`src/rtl/hbmpc_map.svh`:
```
// Timing figures and reset values for the H-bridge mode and protection block.
`ifndef HBMPC_MAP_SVH
`define HBMPC_MAP_SVH

`define HBMPC_CLOCK_MHZ        10.0
`define HBMPC_FILTER_TIME_US   1.0
`define HBMPC_RETRY_TIME_MS    1.0
`define HBMPC_SLEEP_TIME_MS    10.0
`define HBMPC_US_PER_MS        1000.0
`define HBMPC_LOCKOUT_RST      1'h1
`define HBMPC_SWITCH_RST       4'h0

`endif

```
`src/rtl/hbmpc_pkg.sv`:
```
// Types shared by the H-bridge mode and protection block.
package hbmpc_pkg;

    typedef enum logic [1:0] {
        HBMPC_PROT_OK,
        HBMPC_PROT_OC_OFF,
        HBMPC_PROT_SC_OFF
    } hbmpc_prot_type;

    typedef struct packed {
        logic hs_a;
        logic ls_a;
        logic hs_b;
        logic ls_b;
    } hbmpc_switch_type;

endpackage

```
`src/rtl/hbmpc_timer_if.sv`:
```
// Run and expiry handshake between the controller and one dwell timer.
`timescale 1ns/10ps
`default_nettype none
interface hbmpc_timer_if;
    logic run;
    logic done;
    modport ctrl  (output run, input done);
    modport timer (input run, output done);
endinterface
`default_nettype wire

```
`src/rtl/hbmpc_ctrl.sv`:
```
// H-bridge mode decode, sleep, undervoltage lockout and fault protection.
//
// Function
// - Inputs 1,0 select forward (sw a-high, b-low); 0,1 select reverse.
// - Inputs 0,0 turn all switches off; 1,1 brake both outputs low.
// - Continuous standby for the sleep time, about 10 ms, enters sleep.
// - Either control input going high leaves sleep and resumes decoding.
// - Below the falling supply threshold, ignore inputs and float outputs until above the rising one.
// - Over-current longer than the filter time turns all switches off.
// - After over-current, wait the retry time, then release protection.
// - Short detection per switch at 1.5x over-current, with no filter.
// - On a short, switches off, recheck every retry period until cleared.
// - Over-temperature holds switches off until below the recovery level.
// - Over-current filter time is typically 1.0 microseconds.
// - Protection retry time is typically 1.0 milliseconds.
`include "hbmpc_map.svh"
`timescale 1ns/10ps
`default_nettype none
module hbmpc_ctrl #(
    parameter int RETRY_CYCLES =
        int'($ceil(`HBMPC_RETRY_TIME_MS * `HBMPC_US_PER_MS
                   * `HBMPC_CLOCK_MHZ)),
    parameter int SLEEP_CYCLES =
        int'($ceil(`HBMPC_SLEEP_TIME_MS * `HBMPC_US_PER_MS
                   * `HBMPC_CLOCK_MHZ))
) (
    input  wire logic   clock,
    input  wire logic   arst_n,
    input  wire logic   ctrl_in_a,
    input  wire logic   ctrl_in_b,
    input  wire logic   supply_above_rise,
    input  wire logic   supply_above_fall,
    input  wire logic   overcurrent_detect,
    input  wire logic [3:0] short_detect_sw,
    input  wire logic   thermal_trip,
    input  wire logic   thermal_recover,
    output logic        high_side_sw_a,
    output logic        low_side_sw_a,
    output logic        high_side_sw_b,
    output logic        low_side_sw_b,
    output logic        bridge_out_a_o,
    output logic        bridge_out_a_oe,
    output logic        bridge_out_b_o,
    output logic        bridge_out_b_oe,
    output logic        blocks_enabled,
    output logic        lockout_active,
    output logic        overcurrent_guard,
    output logic        short_guard,
    output logic        thermal_guard
);
    import hbmpc_pkg::*;

    // Over-current filter time rounds up to whole cycles.
    localparam int FILTER_CYCLES =
        int'($ceil(`HBMPC_FILTER_TIME_US * `HBMPC_CLOCK_MHZ));

    generate
        if (FILTER_CYCLES < 1 || RETRY_CYCLES < 1 || SLEEP_CYCLES < 1)
        begin : g_bad
            $error("hbmpc_ctrl timing counts must be at least one");
        end
    endgenerate

    ////////////////////////////////////////////////////////////////////////
    // Timers.

    hbmpc_timer_if filt_tmr ();
    hbmpc_timer_if retry_tmr ();
    hbmpc_timer_if sleep_tmr ();

    hbmpc_timer #(.LIMIT(FILTER_CYCLES)) u_filter (
        .clock  (clock),
        .arst_n (arst_n),
        .tmr    (filt_tmr)
    );
    hbmpc_timer #(.LIMIT(RETRY_CYCLES)) u_retry (
        .clock  (clock),
        .arst_n (arst_n),
        .tmr    (retry_tmr)
    );
    hbmpc_timer #(.LIMIT(SLEEP_CYCLES)) u_sleep (
        .clock  (clock),
        .arst_n (arst_n),
        .tmr    (sleep_tmr)
    );

    ////////////////////////////////////////////////////////////////////////
    // State.

    hbmpc_prot_type   prot_q;
    hbmpc_switch_type sw_q;
    hbmpc_switch_type sw_d;
    logic             lockout_q;
    logic             therm_q;
    logic             sleep_q;
    logic             standby;
    logic             any_short;
    logic             force_off;

    assign standby   = !ctrl_in_a && !ctrl_in_b;
    assign any_short = |short_detect_sw;

    // Excess current must stand for the whole filter time.
    assign filt_tmr.run = overcurrent_detect && (prot_q == HBMPC_PROT_OK);
    // A held guard lets the timer wrap, so each expiry starts a new period.
    assign retry_tmr.run = (prot_q != HBMPC_PROT_OK);
    // Any input high clears the dwell count.
    assign sleep_tmr.run = standby && !sleep_q;

    // The lockout sets on a falling supply, and setting wins over release.
    always_ff @(posedge clock or negedge arst_n) begin
        if (!arst_n) begin
            lockout_q <= `HBMPC_LOCKOUT_RST;
        end else if (!supply_above_fall) begin
            lockout_q <= 1'b1;
        end else if (supply_above_rise) begin
            lockout_q <= 1'b0;
        end
    end

    always_ff @(posedge clock or negedge arst_n) begin
        if (!arst_n) begin
            therm_q <= 1'b0;
        end else if (thermal_trip) begin
            therm_q <= 1'b1;
        end else if (thermal_recover) begin
            therm_q <= 1'b0;
        end
    end

    always_ff @(posedge clock or negedge arst_n) begin
        if (!arst_n) begin
            sleep_q <= 1'b0;
        end else if (!standby) begin
            sleep_q <= 1'b0;
        end else if (sleep_tmr.done) begin
            sleep_q <= 1'b1;
        end
    end

    // A short outranks over-current at any time, even while retrying.
    always_ff @(posedge clock or negedge arst_n) begin
        if (!arst_n) begin
            prot_q <= HBMPC_PROT_OK;
        end else begin
            case (prot_q)
                HBMPC_PROT_OK: begin
                    if (any_short) begin
                        prot_q <= HBMPC_PROT_SC_OFF;
                    end else if (filt_tmr.done) begin
                        prot_q <= HBMPC_PROT_OC_OFF;
                    end
                end
                HBMPC_PROT_OC_OFF: begin
                    if (any_short) begin
                        prot_q <= HBMPC_PROT_SC_OFF;
                    end else if (retry_tmr.done) begin
                        prot_q <= HBMPC_PROT_OK;
                    end
                end
                HBMPC_PROT_SC_OFF: begin
                    if (retry_tmr.done && !any_short) begin
                        prot_q <= HBMPC_PROT_OK;
                    end
                end
                default: begin
                    prot_q <= HBMPC_PROT_OK;
                end
            endcase
        end
    end

    ////////////////////////////////////////////////////////////////////////
    // Bridge decode.

    assign force_off = lockout_q || therm_q || sleep_q
                       || (prot_q != HBMPC_PROT_OK);

    always_comb begin
        sw_d = hbmpc_switch_type'(`HBMPC_SWITCH_RST);
        if (!force_off) begin
            case ({ctrl_in_a, ctrl_in_b})
                2'h2: begin
                    sw_d.hs_a = 1'b1;
                    sw_d.ls_b = 1'b1;
                end
                2'h1: begin
                    sw_d.ls_a = 1'b1;
                    sw_d.hs_b = 1'b1;
                end
                2'h3: begin
                    sw_d.ls_a = 1'b1;
                    sw_d.ls_b = 1'b1;
                end
                default: begin
                    sw_d = hbmpc_switch_type'(`HBMPC_SWITCH_RST);
                end
            endcase
        end
    end

    always_ff @(posedge clock or negedge arst_n) begin
        if (!arst_n) begin
            sw_q <= hbmpc_switch_type'(`HBMPC_SWITCH_RST);
        end else begin
            sw_q <= sw_d;
        end
    end

    assign high_side_sw_a    = sw_q.hs_a;
    assign low_side_sw_a     = sw_q.ls_a;
    assign high_side_sw_b    = sw_q.hs_b;
    assign low_side_sw_b     = sw_q.ls_b;
    assign bridge_out_a_o    = sw_q.hs_a;
    assign bridge_out_a_oe   = sw_q.hs_a || sw_q.ls_a;
    assign bridge_out_b_o    = sw_q.hs_b;
    assign bridge_out_b_oe   = sw_q.hs_b || sw_q.ls_b;
    assign blocks_enabled    = !sleep_q;
    assign lockout_active    = lockout_q;
    assign overcurrent_guard = (prot_q == HBMPC_PROT_OC_OFF);
    assign short_guard       = (prot_q == HBMPC_PROT_SC_OFF);
    assign thermal_guard     = therm_q;

    logic any_on;
    assign any_on = |sw_q;
endmodule
`default_nettype wire

```
`src/rtl/hbmpc_timer.sv`:
```
// Dwell timer: counts while run is high, wraps at the limit, clears on stop.
`timescale 1ns/10ps
`default_nettype none
module hbmpc_timer #(
    parameter int LIMIT = 10
) (
    input  wire logic   clock,
    input  wire logic   arst_n,
    hbmpc_timer_if.timer tmr
);
    localparam int W = $clog2(LIMIT + 1);
    localparam logic [W-1:0] LIM = W'(LIMIT);

    logic [W-1:0] count_q;

    generate
        if (LIMIT < 1) begin : g_bad
            $error("hbmpc_timer LIMIT must be at least one");
        end
    endgenerate

    // Done pulses for one cycle at the limit and the count starts again,
    // so a timer left running gives a steady period of LIMIT+1 cycles.
    always_ff @(posedge clock or negedge arst_n) begin
        if (!arst_n) begin
            count_q <= '0;
        end else if (!tmr.run || count_q == LIM) begin
            count_q <= '0;
        end else begin
            count_q <= count_q + W'(1);
        end
    end

    assign tmr.done = tmr.run && (count_q == LIM);
endmodule
`default_nettype wire

```
`config.mk`:
```
export PLATFORM = sky130hd
export DESIGN_NAME = hbmpc_ctrl
export DESIGN_NICKNAME = d
export VERILOG_FILES = /design/src/rtl/hbmpc_pkg.sv /design/src/rtl/hbmpc_timer_if.sv /design/src/rtl/hbmpc_ctrl.sv /design/src/rtl/hbmpc_timer.sv
export VERILOG_INCLUDE_DIRS = /design/src /design/src/rtl
export SDC_FILE = /design/constraint.sdc
export NUM_CORES = 1
export LEC_CHECK = 0
export ABC_AREA = 1
export BUFFER_PORTS_ARGS = -buffer_cell sky130_fd_sc_hd__buf_4
export CORE_MARGIN = 2
export CORE_UTILIZATION = 59
export DETAILED_ROUTE_END_ITERATION = 7
export GPL_TIMING_DRIVEN = 1
export PLACE_DENSITY = 0.8
export SLEW_MARGIN = 20
export SYNTH_ARGS = -nofsm -noshare
export SYNTH_HDL_FRONTEND = slang
export SYNTH_HIERARCHICAL = 1
export SYNTH_SLANG_ARGS = --single-unit
```
`constraint.sdc`:
```
create_clock -name clock -period 2.1 [get_ports clock]
set_clock_uncertainty 0.2 [all_clocks]
set_input_delay 0.315 -clock clock [delete_from_list [all_inputs] [get_ports clock]]
set_output_delay 0.315 -clock clock [all_outputs]
set_load 0.02 [all_outputs]
```
# Word-level counts from Yosys, hierarchy flattened
# Index checks and enable logic that the tools add are counted.
# op_classes
add_sub_neg,3
eq_ne,13
n_mux,20
reduce_logical,29
# ops
cell,count
$add 17x1->17 const B,1
$eq 17x17->1 const B,1
$mux 17,1
$add 14x1->14 const B,1
$eq 14x14->1 const B,1
$mux 14,1
$mux 1,10
$mux 2,5
$logic_or 1x1->1,8
$mux 4,2
$logic_and 1x1->1,7
$logic_not 1->1,7
$eq 2x2->1 const B,3
$pmux 2 s3,1
$add 4x1->4 const B,1
$eq 2x1->1 const B,2
$eq 4x4->1 const B,1
$ne 2x2->1 const B,2
$reduce_bool 2->1,2
$reduce_or 2->1,2
$reduce_or 4->1,1
$ne 3x1->1 const B,1
$ne 3x3->1 const B,1
$reduce_and 3->1,1
other kinds (2),2
# word_totals
reg_bits,44
output_inout_bits,13
elab_cells,76

# Longest topological paths before layout
# logic_depth
ltp_word,6
ltp_mapped,9

# Cells and area by module
# The synthesis kept the hierarchy.
# modules_own_cells
mod,n_inst,cells_each,area_each_um2,seq_area_each_um2
hbmpc_timer (u_sleep),1,136,1013.5,425.4
hbmpc_timer (u_retry),1,123,883.3,350.3
hbmpc_ctrl,1,51,435.4,226.5
hbmpc_timer (u_filter),1,22,201.4,100.1

# Least setup slack after synthesis
# Ideal clock, no wire load.
# synth_timing
path_kind,register to register
start,register u_sleep.count_q[0]
end,register u_sleep.count_q[5]
t_arrival_ps,1164
required_time_ps,1780
setup_slack_ps,616
stages_incl_launch_ff,9
n_path_buf,1
synth_period_minus_slack_ps,1484
path_cell_list,dfrtp_1 > inv_1 > ha_1 > nand4_1 > nor2_1 > nand2_2 > nand2_4 > buf_6 > nor2_1
# synth_between
elab_chain_len,3
# synth_rtl
item,line,source
start: declaration,hbmpc_timer.sv:14,logic [W-1:0] count_q;
start signal: assignment,hbmpc_timer.sv:30,count_q <= count_q + W'(1);
branches (longest 2 deep; another with $add 17x1->17),n/a,
$mux 17 (*),hbmpc_timer.sv:27,end else if (!tmr.run || count_q == LIM) begin
# Mark *: on every way between the ends.
# A chain may end at the register's enable or synchronous reset.

# Final worst setup path
# layout_timing
start,input port thermal_recover
end,register therm_q (netlist: thermal_guard)
# layout_between
elab_chain_len,1
# layout_rtl
item,line,source
start: declaration,hbmpc_ctrl.sv:36,"input wire logic thermal_recover,"
$reduce_bool 2->1 (no source line),n/a,
end signal: assignment,hbmpc_ctrl.sv:123,therm_q <= 1'b0;
end signal: assignment,hbmpc_ctrl.sv:125,therm_q <= 1'b1;
end signal: assignment,hbmpc_ctrl.sv:127,therm_q <= 1'b0;
end: declaration,hbmpc_ctrl.sv:94,logic therm_q;
# No other way between the ends.

==> impl_metrics.csv <==
group,metric,value,unit
layout,multiInputGateArea,1210,um2
route,routedWlPerCell,11.9,um
layout,seqCellArea,1100,um2
sta,hold_violations,0,
pwr,p_comb_share,16.1,%
setup_path,reg2regPathDepth,8,
pwr,power_frac_seq,54.6,%
yosys,yosysUniqueCellTypes,26,
yosys,synth_area_leader_cell,"dfrtp_1",
setup_path,worstSetupStartpointType,"input pin",
layout,layout-drive-gt1-share,17.9,%
place,portBuffers,25,
layout,final_area,2900,um2
yosys,synth_top_area_share,42.5,%
setup_path,cp-startpoint,"thermal_recover",
sta,finalSetupViolCount,0,
sta,setup_tns,0,ps
pwr,p_switching,543,uW
clocking,cts.sinks,44,
yosys,yosysSeqAreaShare,43.5,%
route,wl,4980,um
layout,syn_to_final_growth,14.6,%
sta,fmax,592,MHz
sta,worstMarginPinSlew,537,ps
clocking,post_cts_resized,0,
setup_path,crit_fanout,1,
global_routing,grt_max_degree,45,
global_routing,antenna_found_initial,0,
layout,n_antenna_cell,0,
place,place_area,2750,um2
route,ant_nets,0,
global_routing,grt_overflow_total,0,
sta,relSlewSlack,64.2,%
yosys,synthCells,332,
layout,final_common_cell,"nor2_1",
global_routing,track_usage,23.1,%
layout,final_cell_mix,"73 x nor2_1, 67 x nand2_1, 48 x inv_1, 43 x dfrtp_1, 25 x buf_4",
yosys,synth_ff_type,"dfrtp_1",
route,drc,0,
layout,nNetsFinal,387,
min_path,hold_class,"in2reg",
yosys,synth-edff-count,0,
floorplan,die_h,69.5,um
sta,finalCritPeriodShare,80.4,%
pwr,p_leak,1.31,nW
setup_path,r2r_start,"u_sleep/count_q[0]",
place,gp_congestion,0.893,
pwr,switching_share,30.1,%
pwr,clkPwrFrac,29.3,%
pwr,ir_worst_vdd,0.436,mV
status,outcome,"completed",
route,vias,2077,
sta,drv_slew,0,
setup_path,r2r_setup_slack,470,ps
pwr,powerDensity,621,nW/um2
clocking,numCtsBuffers,5,
floorplan,ios,26,
floorplan,design.core.area,4060,um2
floorplan,start_util,62.4,%
min_path,hold_end,"prot_q[1]",
setup_path,critPathCaptureType,"flop",
floorplan,dieArea,4830,um2
yosys,async_flop_share,100,%
clocking,cts.path.max_buffers,2,
run,cap_violations,0,
setup_path,worstPathRequired,2140,ps
clocking,cts_tree,"built",
setup_path,cp.arrival,1730,ps
route,drtPass1Iterations,4,
floorplan,die_w,69.5,um
global_routing,grt_first_pass_wirelength,8900,um
sta,rsz0062_at_grt,"no",
route,viasPerCell,4.97,
yosys,postSynthAreaPerCell,7.63,um2
clocking,clock_latency,300,ps
yosys,ys_ff_latch,44,
setup_path,r2r-end,"u_sleep/count_q[16]",
min_path,min_from,"short_detect_sw[3]",
clocking,htreeDepth,2,
sta,hold_ws,134,ps
pwr,p_total,1.80,mW
clocking,cts_root_buffer,"clkbuf_8",
pwr,internal_power,1.26,mW
min_path,hold_depth,5,
setup_path,path_class,"in2reg",
yosys,yosys_warnings,6,
yosys,synth_area_leaders,"dfrtp_1 42%, nor2_1 11%, nand2_1 9.9%",
place,dp_hpwl,3630,um
sta,fin_crit,1690,ps
floorplan,fp-row-count,23,
global_routing,grt_pass1_vias,2038,
layout,nFillCells,339,
yosys,syn-cell-area,2530,um2
clocking,cts.reportedPaths.clkPinSlew,80,ps
route,first_iter_violations,93,
yosys,synth.net_count,352,
layer usage:
layer / up-vias / global-route usage [%] / wire length (um)
li1: 1094 / - / -
met1: 942 / 29.2 / 2200
met2: 33 / 39.7 / 2530
met3: 8 / 4.36 / 154
met4: 0 / 8.28 / 89
met5: - / 0 / 0
area by class of cell:
type                            instances  area share (%)
Inverter                               48            6.20
Clock inverter                          3           0.646
Multi-Input combinational cell        236            41.8
Sequential cell                        44            38.0
Tap cell                               50            2.15
Timing Repair Buffer                   32            8.88
Clock buffer                            5            2.37
kinds of logic after synthesis:
kind of cell / count (synthesis) / synth area share (%)
and+or+nand+nor: 207 / 37.8
buffers and inverters: 52 / 8.59
DFF: 44 / 43.5
xor gates and xnor gates: 14 / 4.84
AOI/OAI and AO/OA: 8 / 1.78
adders and majority gates: 7 / 3.46
flip-flops by register name, indices dropped and copies added (netlist names):
name	count
u_sleep/count_q	17
u_retry/count_q	14
u_filter/count_q	4
prot_q	2
bridge_out_a_o	1
bridge_out_b_o	1
lockout_active	1
low_side_sw_a	1
low_side_sw_b	1
sleep_q	1
thermal_guard	1
worst max-delay path, stage by stage:
cell and delay (ps):
dlygate4sd3_1 540, buf_4 130, o21bai_1 160, dlygate4sd3_1 590
worst max path at each step:
stage / endpoint / slack, ps / cells past startpoint
2_1_floorplan: u_sleep/count_q[5] / 620 / 8
3_3_place_gp: u_retry/count_q[11] / 510 / 7
3_5_place_dp: u_retry/count_q[7] / 470 / 7
4_1_cts: bridge_out_a_oe / 430 / 2
5_1_grt: u_sleep/count_q[10] / 310 / 7
6_report: thermal_guard / 410 / 4
power by group through the flow:
stage | combinational (mW) | clock [mW] | sequential, mW
3_3_place_gp | 0.276 | 0 | 0.999
5_1_grt | 0.336 | 0.585 | 1.00
6_report | 0.290 | 0.528 | 0.985
3_5_place_dp | 0.280 | 0 | 1.00
4_1_cts | 0.293 | 0.546 | 0.986
2_1_floorplan | 0.208 | 0 | 0.988
what timing repair did:
| action | in CTS | in global routing |
|---|---|---|
| hold buffers | 7 | 0 |
| buffers inserted | 0 | 0 |
| hold endpoints to repair | 47 | 0 |
stage by stage:
stage                     setup slack (ps)  instances  util [%]
after floorplan                        616        332         -
after global placement                 514        403      67.7
after detailed placement               469        403      67.7
after CTS                              428        418      71.6
after global routing                   313        418      71.6
final                                  411        418      71.6
cell usage after synthesis, types with 4 or more instances:
library cell / count
dfrtp_1: 43
nand2_1: 67
nand2_2: 9
ha_1: 7
xnor2_1: 4
nand3_1: 16
xor2_1: 10
nor2_2: 14
nor2_1: 73
inv_1: 48
o21ai_0: 4
nand4_1: 16
No activity file was read; power rests on OpenSTA's default activity.
